<file path="src/pfcss_params.svh">
// Constants for the converter sequencer and scheduler.
// Assumes a 25 MHz system clock; included by the ADC scheduler, rate generator and top modules.
`ifndef PFCSS_PARAMS_SVH
`define PFCSS_PARAMS_SVH

`define PFCSS_CLK_HZ 25000000
`define PFCSS_SEQ_HZ 1000
`define PFCSS_SEQ_CYCLES (`PFCSS_CLK_HZ / `PFCSS_SEQ_HZ)
`define PFCSS_T_SH_NS 333
`define PFCSS_T_CONV_NS 767
`define PFCSS_CLK_NS 40
`define PFCSS_SH_CYCLES ((`PFCSS_T_SH_NS + `PFCSS_CLK_NS - 1) / `PFCSS_CLK_NS)
`define PFCSS_CONV_CYCLES ((`PFCSS_T_CONV_NS + `PFCSS_CLK_NS - 1) / `PFCSS_CLK_NS)
`define PFCSS_SLOT_CYCLES (`PFCSS_SH_CYCLES + `PFCSS_CONV_CYCLES)
`define PFCSS_PWM_HZ_MIN 20000
`define PFCSS_PWM_HZ_MAX 100000
`define PFCSS_PWM_PERIOD_DEF 16'd500
`define PFCSS_PRIMARY_DIV_DEF 8'd10
`define PFCSS_MODE_CLOSED 2'h3
`define PFCSS_MODE_EXT_DUTY 2'h0
`define PFCSS_MODE_EXT_CUR 2'h1
`define PFCSS_MODE_EXT_MULT 2'h2

`endif

</file>
<file path="src/pfcss_pkg.sv">
// Types for the converter sequencer and scheduler.
// Codes of the sequencer state are visible at the top-level port.
package pfcss_pkg;
    typedef enum logic [2:0] {
        idle_config_state = 3'h0,
        offset_calibration_state = 3'h1,
        ext_duty_run_state = 3'h2,
        ext_current_run_state = 3'h3,
        ext_multiplier_run_state = 3'h4,
        fault_lock_state = 3'h5,
        closed_loop_run_state = 3'h6,
        low_power_state = 3'h7
    } pfcss_state_t;

    typedef enum logic [2:0] {
        PFCSS_ADC_IDLE = 3'h0,
        PFCSS_ADC_IL = 3'h1,
        PFCSS_ADC_VAC1 = 3'h2,
        PFCSS_ADC_VAC2 = 3'h3,
        PFCSS_ADC_VOUT = 3'h4
    } pfcss_adc_ch_t;
endpackage

</file>
<file path="src/pfcss_adc_sched.sv">
// ADC slot scheduler for one PWM period.
// Assumes pwmCount restarts at zero each period; one request per slot.
`timescale 1ns/1ps
`default_nettype none
`include "pfcss_params.svh"
module pfcss_adc_sched
    import pfcss_pkg::*;
#(
    parameter int CW = 16
) (
    input wire logic clock,
    input wire logic nrst,
    input wire logic [CW-1:0] pwmCount,
    input wire logic [CW-1:0] onTime,
    input wire logic [CW-1:0] sampleTriggerDelay,
    input wire logic currentSlot,
    output logic adcTrigger,
    output pfcss_adc_ch_t adcChannel,
    output logic adcSampleHold
);
    localparam logic [7:0] SH = 8'(`PFCSS_SH_CYCLES);
    localparam logic [7:0] SLOT = 8'(`PFCSS_SLOT_CYCLES);

    pfcss_adc_ch_t ch_reg;
    logic [7:0] slot_reg;
    logic trig_reg;
    wire [CW-1:0] ilAt = (onTime >> 1) + sampleTriggerDelay;
    wire ilStart = currentSlot && (pwmCount == ilAt) && (onTime != '0);
    wire offStart = (pwmCount == onTime);
    wire slotEnd = (ch_reg != PFCSS_ADC_IDLE) && (slot_reg == SLOT - 8'h01);

    ////////////////////////////////////////////////////////////////
    always_ff @(posedge clock) begin
        if (!nrst) begin
            ch_reg <= PFCSS_ADC_IDLE;
            slot_reg <= 8'h00;
            trig_reg <= 1'b0;
        end else begin
            trig_reg <= 1'b0;
            if (ilStart) begin
                ch_reg <= PFCSS_ADC_IL;
                slot_reg <= 8'h00;
                trig_reg <= 1'b1;
            end else if (offStart) begin
                ch_reg <= PFCSS_ADC_VAC1;
                slot_reg <= 8'h00;
                trig_reg <= 1'b1;
            end else if (slotEnd) begin
                slot_reg <= 8'h00;
                unique case (ch_reg)
                    PFCSS_ADC_VAC1: begin
                        ch_reg <= PFCSS_ADC_VAC2;
                        trig_reg <= 1'b1;
                    end
                    PFCSS_ADC_VAC2: begin
                        ch_reg <= PFCSS_ADC_VOUT;
                        trig_reg <= 1'b1;
                    end
                    default: ch_reg <= PFCSS_ADC_IDLE;
                endcase
            end else if (ch_reg != PFCSS_ADC_IDLE) begin
                slot_reg <= slot_reg + 8'h01;
            end
        end
    end

    assign adcTrigger = trig_reg;
    assign adcChannel = ch_reg;
    assign adcSampleHold = (ch_reg != PFCSS_ADC_IDLE) && (slot_reg < SH);
endmodule
`default_nettype wire

</file>
<file path="src/pfcss_rate_gen.sv">
// Rate generator: PWM period counter, base and primary enables.
// Assumes period and divider inputs are held stable while running.
`timescale 1ns/1ps
`default_nettype none
`include "pfcss_params.svh"
module pfcss_rate_gen #(
    parameter int CW = 16
) (
    input wire logic clock,
    input wire logic nrst,
    input wire logic [CW-1:0] pwmPeriod,
    input wire logic baseHalfRate,
    input wire logic [7:0] primaryDiv,
    output logic [CW-1:0] pwmCount,
    output logic pwmStart,
    output logic baseTick,
    output logic primaryTick
);
    if (CW < 8) begin : g_bad_width
        $error("pfcss_rate_gen: counter too narrow");
    end

    logic [CW-1:0] cnt_reg;
    logic odd_reg;
    logic [7:0] prim_reg;
    wire periodEnd = (cnt_reg >= pwmPeriod - CW'(1));
    wire baseNow = periodEnd && (!baseHalfRate || odd_reg);
    wire primEnd = (prim_reg >= primaryDiv - 8'h01) || (primaryDiv == 8'h00);

    ////////////////////////////////////////////////////////////////
    always_ff @(posedge clock) begin
        if (!nrst) begin
            cnt_reg <= '0;
            odd_reg <= 1'b0;
            prim_reg <= 8'h00;
        end else begin
            cnt_reg <= periodEnd ? '0 : cnt_reg + CW'(1);
            if (periodEnd) odd_reg <= ~odd_reg;
            if (baseNow) prim_reg <= primEnd ? 8'h00 : prim_reg + 8'h01;
        end
    end

    assign pwmCount = cnt_reg;
    // Base runs every PWM period or every second one
    assign pwmStart = periodEnd;
    assign baseTick = baseNow;
    assign primaryTick = baseNow && primEnd;
endmodule
`default_nettype wire

</file>
<file path="src/pfcss_top.sv">
// Converter sequencer state machine and multi-rate scheduler.
// Assumes converter-side inputs are asynchronous pins; config is static.
`timescale 1ns/1ps
`default_nettype none
`include "pfcss_params.svh"
module pfcss_top
    import pfcss_pkg::*;
#(
    parameter int CW = 16,
    parameter int SEQ_CYCLES = `PFCSS_SEQ_CYCLES,
    parameter int CAL_EXP_MAX = 15
) (
    input wire logic clock,
    input wire logic nrst,
    input wire logic paramValid,
    input wire logic [1:0] loop_mode_select,
    input wire logic [3:0] calibration_length_exponent,
    input wire logic [11:0] currentSample,
    input wire logic currentSampleValid,
    input wire logic [11:0] offsetMin,
    input wire logic [11:0] offsetMax,
    input wire logic enableCmd,
    input wire logic startCmd,
    input wire logic faultPin,
    input wire logic ocpPin,
    input wire logic [15:0] standbyDelay,
    input wire logic [CW-1:0] pwmPeriod,
    input wire logic base_rate_setting,
    input wire logic [7:0] primary_rate_setting,
    input wire logic [CW-1:0] dutyIn,
    input wire logic dutyLoad,
    input wire logic [CW-1:0] sample_trigger_delay,
    output pfcss_state_t sequencer_state_code,
    output logic switching_enable_status,
    output logic [11:0] currentOffset,
    output logic gateOut,
    output logic lowPowerMode,
    output logic baseTick,
    output logic primaryTick,
    output logic sequencerTick,
    output logic adcTrigger,
    output pfcss_adc_ch_t adcChannel,
    output logic adcSampleHold,
    output logic converterPriority
);
    if (SEQ_CYCLES < 2) begin : g_bad_seq
        $error("pfcss_top: SEQ_CYCLES too small");
    end
    if (CAL_EXP_MAX > 15) begin : g_bad_cal
        $error("pfcss_top: CAL_EXP_MAX too large");
    end

    ////////////////////////////////////////////////////////////////
    // Pin synchronisers; first stages feed only second stages
    logic [2:0] syncA_reg;
    logic [2:0] syncB_reg;
    always_ff @(posedge clock) begin
        if (!nrst) begin
            syncA_reg <= 3'h0;
            syncB_reg <= 3'h0;
        end else begin
            syncA_reg <= {faultPin, ocpPin, startCmd};
            syncB_reg <= syncA_reg;
        end
    end
    wire faultS = syncB_reg[2];
    wire ocpS = syncB_reg[1];
    wire startS = syncB_reg[0];

    ////////////////////////////////////////////////////////////////
    // Fixed sequencer tick, no configuration input reaches it
    logic [31:0] seqCnt_reg;
    wire seqTick = (seqCnt_reg == 32'(SEQ_CYCLES - 1));
    always_ff @(posedge clock) begin
        if (!nrst) seqCnt_reg <= 32'h0;
        else seqCnt_reg <= seqTick ? 32'h0 : seqCnt_reg + 32'h1;
    end

    ////////////////////////////////////////////////////////////////
    // Rates and ADC placement
    logic [CW-1:0] pwmCount;
    logic pwmStart;
    logic baseOdd_reg;
    pfcss_rate_gen #(.CW(CW)) uRate (
        .clock(clock),
        .nrst(nrst),
        .pwmPeriod(pwmPeriod),
        .baseHalfRate(base_rate_setting),
        .primaryDiv(primary_rate_setting),
        .pwmCount(pwmCount),
        .pwmStart(pwmStart),
        .baseTick(baseTick),
        .primaryTick(primaryTick)
    );

    // In half mode only the period that ends on a base tick samples current
    always_ff @(posedge clock) begin
        if (!nrst) baseOdd_reg <= 1'b0;
        else if (pwmStart) baseOdd_reg <= ~baseOdd_reg;
    end
    wire currentSlot = !base_rate_setting || baseOdd_reg;

    logic [CW-1:0] duty_reg;
    pfcss_adc_sched #(.CW(CW)) uAdc (
        .clock(clock),
        .nrst(nrst),
        .pwmCount(pwmCount),
        .onTime(duty_reg),
        .sampleTriggerDelay(sample_trigger_delay),
        .currentSlot(currentSlot),
        .adcTrigger(adcTrigger),
        .adcChannel(adcChannel),
        .adcSampleHold(adcSampleHold)
    );

    ////////////////////////////////////////////////////////////////
    // Duty shadow, applied only at period start
    logic [CW-1:0] dutyShadow_reg;
    logic pendingDuty_reg;
    wire dutyApply = pwmStart && (dutyLoad || pendingDuty_reg);
    always_ff @(posedge clock) begin
        if (!nrst) begin
            dutyShadow_reg <= '0;
            pendingDuty_reg <= 1'b0;
            duty_reg <= '0;
        end else begin
            if (dutyLoad) begin
                dutyShadow_reg <= dutyIn;
                pendingDuty_reg <= 1'b1;
            end else if (pwmStart) begin
                pendingDuty_reg <= 1'b0;
            end
            if (dutyApply) duty_reg <= dutyLoad ? dutyIn : dutyShadow_reg;
        end
    end

    ////////////////////////////////////////////////////////////////
    // Offset calibration accumulator
    pfcss_state_t state_reg;
    pfcss_state_t state_next;
    logic [31:0] calAcc_reg;
    logic [16:0] calCnt_reg;
    logic calDone_reg;
    wire inCal = (state_reg == offset_calibration_state);
    wire [16:0] calTarget = 17'h1 << calibration_length_exponent;
    wire [31:0] calMean = calAcc_reg >> calibration_length_exponent;
    always_ff @(posedge clock) begin
        if (!nrst || !inCal) begin
            calAcc_reg <= 32'h0;
            calCnt_reg <= 17'h0;
            calDone_reg <= 1'b0;
        end else if (pwmStart && !calDone_reg) begin
            if (currentSampleValid) calAcc_reg <= calAcc_reg + {20'h0, currentSample};
            calCnt_reg <= calCnt_reg + 17'h1;
            if (calCnt_reg + 17'h1 >= calTarget) calDone_reg <= 1'b1;
        end
    end
    wire [11:0] meanOffset = calMean[11:0];
    wire offsetOk = (meanOffset >= offsetMin) && (meanOffset <= offsetMax);

    always_ff @(posedge clock) begin
        if (!nrst) currentOffset <= 12'h000;
        else if (inCal && calDone_reg) currentOffset <= meanOffset;
    end

    ////////////////////////////////////////////////////////////////
    // Standby delay, counted in sequencer ticks
    logic [15:0] sbyCnt_reg;
    wire sbyExpired = (sbyCnt_reg >= standbyDelay);
    always_ff @(posedge clock) begin
        if (!nrst || state_reg != closed_loop_run_state || enableCmd) sbyCnt_reg <= 16'h0;
        else if (seqTick && !sbyExpired) sbyCnt_reg <= sbyCnt_reg + 16'h1;
    end

    ////////////////////////////////////////////////////////////////
    // Run state chosen by loop mode; each of the four codes selects a run state
    pfcss_state_t runState;
    always_comb begin
        unique case (loop_mode_select)
            `PFCSS_MODE_EXT_DUTY: runState = ext_duty_run_state;
            `PFCSS_MODE_EXT_CUR: runState = ext_current_run_state;
            `PFCSS_MODE_EXT_MULT: runState = ext_multiplier_run_state;
            `PFCSS_MODE_CLOSED: runState = closed_loop_run_state;
        endcase
    end

    always_comb begin
        state_next = state_reg;
        unique case (state_reg)
            idle_config_state:
                if (paramValid) state_next = offset_calibration_state;
            offset_calibration_state:
                if (calDone_reg) state_next = offsetOk ? runState : fault_lock_state;
            fault_lock_state:
                state_next = fault_lock_state;
            ext_duty_run_state, ext_current_run_state, ext_multiplier_run_state:
                state_next = state_reg;
            closed_loop_run_state:
                if (!enableCmd && sbyExpired) state_next = low_power_state;
            low_power_state:
                if (startS || faultS) state_next = idle_config_state;
        endcase
    end

    always_ff @(posedge clock) begin
        if (!nrst) state_reg <= idle_config_state;
        else if (seqTick) state_reg <= state_next;
    end

    ////////////////////////////////////////////////////////////////
    // Gate: on-time from duty; faults and command suppress only
    wire inRun = (state_reg == ext_duty_run_state) || (state_reg == ext_current_run_state)
        || (state_reg == ext_multiplier_run_state) || (state_reg == closed_loop_run_state);
    wire swEnable = inRun && enableCmd && !faultS;
    logic ocpLatch_reg;
    always_ff @(posedge clock) begin
        if (!nrst) ocpLatch_reg <= 1'b0;
        else if (pwmStart) ocpLatch_reg <= ocpS;
        else if (ocpS) ocpLatch_reg <= 1'b1;
    end
    wire ocpBlock = ocpLatch_reg || ocpS;
    wire onWindow = (pwmCount < duty_reg);
    always_ff @(posedge clock) begin
        if (!nrst) begin
            gateOut <= 1'b0;
            switching_enable_status <= 1'b0;
            lowPowerMode <= 1'b0;
        end else begin
            gateOut <= swEnable && !ocpBlock && onWindow;
            switching_enable_status <= swEnable;
            lowPowerMode <= (state_reg == low_power_state);
        end
    end

    assign sequencer_state_code = state_reg;
    assign sequencerTick = seqTick;
    // Converter work always outranks motor work; no motor PWM input exists
    assign converterPriority = 1'b1;

    ////////////////////////////////////////////////////////////////
    // Sequencing checks
    a_idle_after_reset: assert property (@(posedge clock) disable iff (!nrst)
        $rose(nrst) |-> state_reg == idle_config_state)
        else $error("not idle after reset");

    a_fault_locked: assert property (@(posedge clock) disable iff (!nrst)
        state_reg == fault_lock_state |=> state_reg == fault_lock_state)
        else $error("fault lock left");

    a_state_tick_only: assert property (@(posedge clock) disable iff (!nrst)
        !seqTick |=> $stable(state_reg))
        else $error("state moved off tick");

    a_run_kept: assert property (@(posedge clock) disable iff (!nrst)
        (inRun && state_reg != closed_loop_run_state) |=> state_reg == $past(state_reg))
        else $error("run state left");

    a_standby_entry: assert property (@(posedge clock) disable iff (!nrst)
        (state_reg == low_power_state && $past(state_reg) != low_power_state)
        |-> $past(state_reg) == closed_loop_run_state)
        else $error("bad standby entry");

    a_standby_exit: assert property (@(posedge clock) disable iff (!nrst)
        ($past(state_reg) == low_power_state && state_reg != low_power_state)
        |-> state_reg == idle_config_state)
        else $error("standby not left via idle");

    a_cal_fault: assert property (@(posedge clock) disable iff (!nrst)
        (seqTick && inCal && calDone_reg && !offsetOk) |=> state_reg == fault_lock_state)
        else $error("bad offset not locked");

    a_cal_length: assert property (@(posedge clock) disable iff (!nrst)
        (inCal && calDone_reg) |-> calCnt_reg == calTarget)
        else $error("calibration count off");

    // Gate and status checks
    a_gate_fault: assert property (@(posedge clock) disable iff (!nrst)
        faultS |=> !gateOut)
        else $error("gate on during fault");

    a_ocp_gate_off: assert property (@(posedge clock) disable iff (!nrst)
        ocpBlock |=> !gateOut)
        else $error("gate on during overcurrent");

    a_cmd_gate_off: assert property (@(posedge clock) disable iff (!nrst)
        !enableCmd |=> !gateOut)
        else $error("gate on while disabled");

    a_lock_no_gate: assert property (@(posedge clock) disable iff (!nrst)
        state_reg == fault_lock_state |=> !gateOut && !switching_enable_status)
        else $error("gate on in fault lock");

    a_status_enable: assert property (@(posedge clock) disable iff (!nrst)
        (inRun && enableCmd && !faultS) |=> switching_enable_status)
        else $error("enable status missing");

    a_status_fault: assert property (@(posedge clock) disable iff (!nrst)
        faultS |=> !switching_enable_status)
        else $error("enable status during fault");

    a_low_power_flag: assert property (@(posedge clock) disable iff (!nrst)
        state_reg == low_power_state |=> lowPowerMode)
        else $error("low power flag missing");

    // Rate checks
    a_duty_sync: assert property (@(posedge clock) disable iff (!nrst)
        !pwmStart |=> $stable(duty_reg))
        else $error("duty changed mid period");

    a_base_full_rate: assert property (@(posedge clock) disable iff (!nrst)
        (!base_rate_setting && pwmStart) |-> baseTick)
        else $error("base tick missing");

    a_half_rate_align: assert property (@(posedge clock) disable iff (!nrst)
        (base_rate_setting && pwmStart) |-> baseTick == currentSlot)
        else $error("current slot off base tick");

    a_primary_in_base: assert property (@(posedge clock) disable iff (!nrst)
        primaryTick |-> baseTick)
        else $error("primary tick off base tick");
endmodule
`default_nettype wire

</file>
<file path="config.mk">
export PLATFORM = sky130hd
export DESIGN_NAME = pfcss_top
export DESIGN_NICKNAME = d
export VERILOG_FILES = /design/src/pfcss_pkg.sv /design/src/pfcss_adc_sched.sv /design/src/pfcss_rate_gen.sv /design/src/pfcss_top.sv
export VERILOG_INCLUDE_DIRS = /design/src
export SDC_FILE = /design/constraint.sdc
export NUM_CORES = 1
export LEC_CHECK = 0
export BUFFER_PORTS_ARGS = -buffer_cell sky130_fd_sc_hd__buf_2
export CAP_MARGIN = 10
export CORE_MARGIN = 3
export CORE_UTILIZATION = 51
export CTS_CLUSTER_DIAMETER = 50
export CTS_CLUSTER_SIZE = 25
export DETAILED_ROUTE_END_ITERATION = 10
export PLACE_DENSITY_LB_ADDON = 0.08
export SLEW_MARGIN = 15
export SYNTH_ARGS = -nofsm -noshare
export SYNTH_HDL_FRONTEND = slang
export SYNTH_SLANG_ARGS = --single-unit
</file>
<file path="constraint.sdc">
create_clock -name clock -period 9.4 [get_ports clock]
set_input_delay 0.47 -clock clock [delete_from_list [all_inputs] [get_ports clock]]
set_output_delay 0.47 -clock clock [all_outputs]
set_load 0.01 [all_outputs]
</file>
-- Word level (Yosys, flattened, before mapping)
Index checks and enable logic that the tools add are counted.
- output and inout port bits: 27
- register bits: 194
- word-level logic and storage cells: 146
- input bits: 124
- add/sub/neg operators: 10
- eq/ne operators: 21
- order comparisons: 8
- multiplexer cells: 21
- reductions and logical operators: 55
- shift operators: 2
- bitwise operators: 4
- operators by type and width (kind ; number):
    16-bit by 1-bit adder with 16-bit output, second input constant ; 2
    32-bit by 1-bit adder with 32-bit output, second input constant ; 1
    32-bit by 12-bit adder with 32-bit output ; 1
    16-bit equality test ; 2
    32-bit by 15-bit equality test with 1-bit output, second input constant ; 1
    16-bit >= comparator ; 2
    32-bit by 4-bit right shift with 12-bit output ; 1
    17-bit by 1-bit adder with 17-bit output, second input constant ; 1
    17-bit >= comparator ; 1
    1-bit by 4-bit << shifter with 17-bit output, first input constant ; 1
    15-bit by 16-bit adder with 16-bit output ; 1
    8-bit by 1-bit adder with 8-bit output, second input constant ; 2
    1-bit logical AND ; 16
    16-bit < comparator ; 1
    16-bit two-way mux ; 1
    16-bit nonzero test ; 1
    16-bit by 1-bit subtractor with 16-bit output, second input constant ; 1
    3-bit two-way mux ; 5
    3-bit case mux with 5 select lines ; 1
    3-bit by 2-bit equality test with 1-bit output, second input constant ; 4
    3-bit equality test, second input constant ; 4
    12-bit >= comparator ; 1
    12-bit less-or-equal comparator ; 1
    1-bit logical OR ; 12
    other kinds (26) ; 57

-- Logic depth before layout (Yosys ltp)
- depth after elaboration: 8
- gate-level depth with buffers: 18
- gate-level depth less buffers: 16

-- Cells and area by module
A second synthesis with hierarchy kept.
- cells, all modules: 1605
- area, all modules: 13455.4 um^2
- by module, submodules not included (module ; times used ; area an instance (um^2) ; cells an instance ; seq. area each (um^2)):
    pfcss_top ; 1 ; 9665.5 ; 1139 ; 3042.9
    pfcss_rate_gen ; 1 ; 2034.5 ; 245 ; 500.5
    pfcss_adc_sched ; 1 ; 1755.4 ; 221 ; 240.2

-- Worst setup path after synthesis
Ideal clock, no wire load.
- kind: input to output
- start: in pwmPeriod[5]
- end: out baseTick
- path buffers: 2
- data arrival time: 3.408 ns
- stages: 14
- data required time: 8.930 ns
- slack: 5.522 ns
- cells stage by stage: or4_1 nor4_1 nand2_1 or2_1 nor4_1 xnor2_1 ha_1 a21o_1 a21oi_1 o21ai_1 a221oi_2 buf_4 a21oi_1 buf_2
- word-level cells in the longest chain between the ends: 3
- RTL lines (element ; RTL line ; text):
    start, declared ; pfcss_top.sv:27 ; input wire logic [CW-1:0] pwmPeriod,
    16-bit by 1-bit subtractor with 16-bit output ; pfcss_rate_gen.sv:26 ; wire periodEnd = (cnt_reg >= pwmPeriod - CW'(1));
    16-bit >= comparator ; pfcss_rate_gen.sv:26 ;
    1-bit logical AND ; pfcss_rate_gen.sv:27 ; wire baseNow = periodEnd && (!baseHalfRate || odd_reg);
    end, declared ; pfcss_top.sv:38 ; output logic baseTick,
Every way passes these cells.

-- Worst setup path after layout
- start: in pwmPeriod[5]
- end: out primaryTick
- word-level cells in the longest chain between the ends: 4
- RTL lines (element ; RTL line ; text):
    16-bit by 1-bit subtractor with 16-bit output ; pfcss_rate_gen.sv:26 ;
    16-bit >= comparator ; pfcss_rate_gen.sv:26 ;
    1-bit logical AND ; pfcss_rate_gen.sv:27 ;
    1-bit logical AND ; pfcss_rate_gen.sv:47 ; assign primaryTick = baseNow && primEnd;
    end, declared ; pfcss_top.sv:39 ; output logic primaryTick,
Every way passes these cells.

==> results.yml <==
outcome:
  status: "finished, final reports clean"
sta:
  max_freq_ghz: 0.206
  fin_worst_skew_ps: 19.8
  rsz0062_at_grt: "no"
  fin_ws_ps: 4540
  relSlewSlack_pct: 30.7
  setup_viol: 0
  hold_violations: 0
  final.setup.tns_ps: 0
  fin_crit_sh_pct: 51.7
  finalMaxSlewViolations: 0
  period_needed_ps: 4860
  tightest_slew_ps: 1040
yosys:
  synthCells: 1552
  syn_nets: 1811
  synthArstFlopShare_pct: 0
  yosysTopAreaCell: "dfxtp_1"
  syn_area_per_cell_um2: 8.38
  synth-seq-cells: 189
  yosys.area.top_type_share_pct: 29.1
  synth_warnings: 0
  syn_area_mm2: 0.0130
  synth_ff_type: "dfxtp_1"
  synth-edff-count: 0
  yosys-top-cells-area: "dfxtp_1 (29%), ha_1 (13%), xor2_1 (5.8%)"
  ys_types: 82
  ys_seq_area_share_pct: 29.1
clock_tree:
  path_clk_slew_ps: 80
  ctsRootBufferMaster: "clkbuf_16"
  ctsHoldBuffers: 0
  clk_path_buf_depth: 2
  cts_tree: "yes"
  cts_resized: 0
  cts_setup_buffers: 0
  cts-buffers-inserted: 17
  cts.sinks: 189
  cts-htree-levels: 4
  clock_latency_ps: 440
hold_path:
  hold_class: "primary input to flop"
  hold_path_startpoint: "startCmd"
  hold_path_end: "syncA_reg[0]$_SDFF_PN0_"
  hold_depth: 2
place:
  place_inst: 1975
  port_buffers: 149
  dp_slack_ps: 4170
  place.gp.congestion: 0.855
  dpl.hpwl_um: 24600
power:
  switching_share_pct: 26.4
  p_sw_uw: 458
  p_int_mw: 1.28
  sequentialPowerShare_pct: 47.0
  p_comb_share_pct: 10.4
  power_density_mw_per_mm2: 119
  ir_drop_uv: 132
  clkPwrFrac_pct: 42.7
  p_leak_nw: 6.48
  fin_total_pwr_mw: 1.74
setup_path:
  r2r_start: "uRate.pwmCount[10]$_SDFF_PP0_"
  worstPathRequired_ps: 8930
  endpoint_kind: "output port"
  reg2reg_to: "calAcc_reg[19]$_SDFFE_PP0P_"
  crit_type: "primary input to output port"
  crit_chain: "buf_2, or4_1, nor4_1, nand2_1, or2_1, nor4_1, xnor2_1, ha_1, nand3_1, nor4_1, a221oi_2, buf_4, a21oi_1, nor2b_1, buf_2"
  reg2reg_depth: 11
  slowest_delay_ps: 750
  cp-start-kind: "primary input"
  worst_path_max_delay_cell: "a21oi_1"
  arrival_ps: 4390
  crit_top_cell: "nor4_1"
  ff2ff_setup_slack_ps: 5830
  crit_fanout: 13
cells_and_area:
  layout.cells.non_filler: 2007
  final_nets: 1929
  drive_gt1_share_pct: 13.5
  mostFrequentLayoutCell: "dfxtp_1"
  largest_reg_flops: 32
  insertedDiodeCount: 0
  syn_to_final_growth_pct: 12.1
  final_cell_mix: "dfxtp_1 (189), nor2_1 (173), buf_2 (149), nand2_1 (147), ha_1 (133)"
  fillers: 2327
  postLayoutCoreUtil_pct: 59.1
global_routing:
  grt_pass1_wl_um: 52200
  overflow: 0
  grt_max_degree: 73
  grt_pass1_vias: 10600
  track_usage_pct: 22.4
  antenna_found_initial: 0
die:
  core-area_mm2: 0.0247
  dieArea_mm2: 0.0275
  rows: 57
  die_h_um: 166
  dieWidth_um: 166
  start_util_pct: 52.7
  io_pins: 151
detailed_routing:
  wl_per_cell_um: 15.7
  avgViaCountPerCell: 5.55
  antenna_left: 0
  routed_wl_um: 31600
  first_pass_iters: 5
  first_iter_violations: 534
  vias: 11100
  drcViolationCount: 0
run:
  cap_violations: 0
[cell usage after synthesis (all sizes together), types with 3 or more instances]
cell / count
xor2: 86
or2: 7
nand3: 52
nor3: 22
nor2b: 33
and2: 19
a21o: 35
nand2b: 9
nand2: 147
and3: 32
a31oi: 4
o2111ai: 3
nor4: 29
mux2i: 37
mux2: 13
a21oi: 77
o21a: 11
ha: 133
o211a: 16
a211oi: 20
nand3b: 4
clkbuf: 36
or3: 19
xnor2: 67
or4: 4
nor2: 175
a21boi: 10
o221ai: 3
inv: 89
nand4: 41
mux4: 17
o211ai: 3
o21ai: 54
buf: 18
dfxtp: 189
[metal layers]
metal	vias up	GRT usage (%)	part of all wire (%)
met5	-	0	0
met4	0	4.12	0.91
met3	20	4.17	4.1
met2	206	37.9	47
met1	5196	30.5	48
li1	5725	-	-
[power groups by stage]
| stage | clock (mW) | combinational (mW) | sequential (mW) |
|---|---|---|---|
| final | 0.741 | 0.180 | 0.816 |
| after global routing | 0.790 | 0.203 | 0.817 |
| after CTS | 0.756 | 0.181 | 0.816 |
| after detailed placement | 0 | 0.180 | 0.835 |
| after global placement | 0 | 0.177 | 0.834 |
| after floorplan | 0 | 0.120 | 0.833 |
[logic make-up (layout without fill, tap and decap cells)]
logic type      after synthesis  after routing  synth area share [%]
buf+inv                     144            275                  4.44
xor+xnor                    153            153                  10.4
flops                       189            189                  29.1
simple gates                601            601                  22.5
mux                          67             67                  6.92
other cells                   1              1                0.0288
compound gates              262            262                  13.6
fa+ha+maj                   135            135                  13.1
[critical path, delay by kind of cell]
kind | cells | cell delay, ps
buffers and inverters | 3 | 470
AND/OR/NAND/NOR | 8 | 2190
adder cells (fa/ha/maj) | 1 | 300
XOR/XNOR | 1 | 110
AO/OA/AOI/OAI | 2 | 850
[through the flow]
step | hold slack, ps | area [um^2]
after floorplan | 407 | 13000
after global placement | 419 | 14000
after detailed placement | 423 | 14000
after CTS | 238 | 14600
after global routing | 240 | 14600
final | 248 | 14600
[worst max-delay path by stage]
stage	start	end	slack, ps	depth (start not counted)
2_1_floorplan	pwmPeriod[5]	baseTick	5520	14
4_1_cts	pwmPeriod[5]	primaryTick	4540	15
3_5_place_dp	pwmPeriod[5]	calAcc_reg[19]$_SDFFE_PP0P_	4170	17
5_1_grt	pwmPeriod[5]	primaryTick	4190	15
3_3_place_gp	pwmPeriod[5]	calAcc_reg[19]$_SDFFE_PP0P_	4290	17
6_report	pwmPeriod[5]	primaryTick	4540	15
[layout make-up]
class | instances | area (um^2) | share of cell area, %
flip-flops and latches | 189 | 3780 | 26.0
repair buffers | 153 | 776 | 5.32
inverters | 90 | 338 | 2.32
multi-input cells | 1219 | 8660 | 59.4
well taps | 324 | 405 | 2.78
clock inverters | 14 | 175 | 1.20
clock buffers | 18 | 439 | 3.01
(Power assumes the default switching activity.)
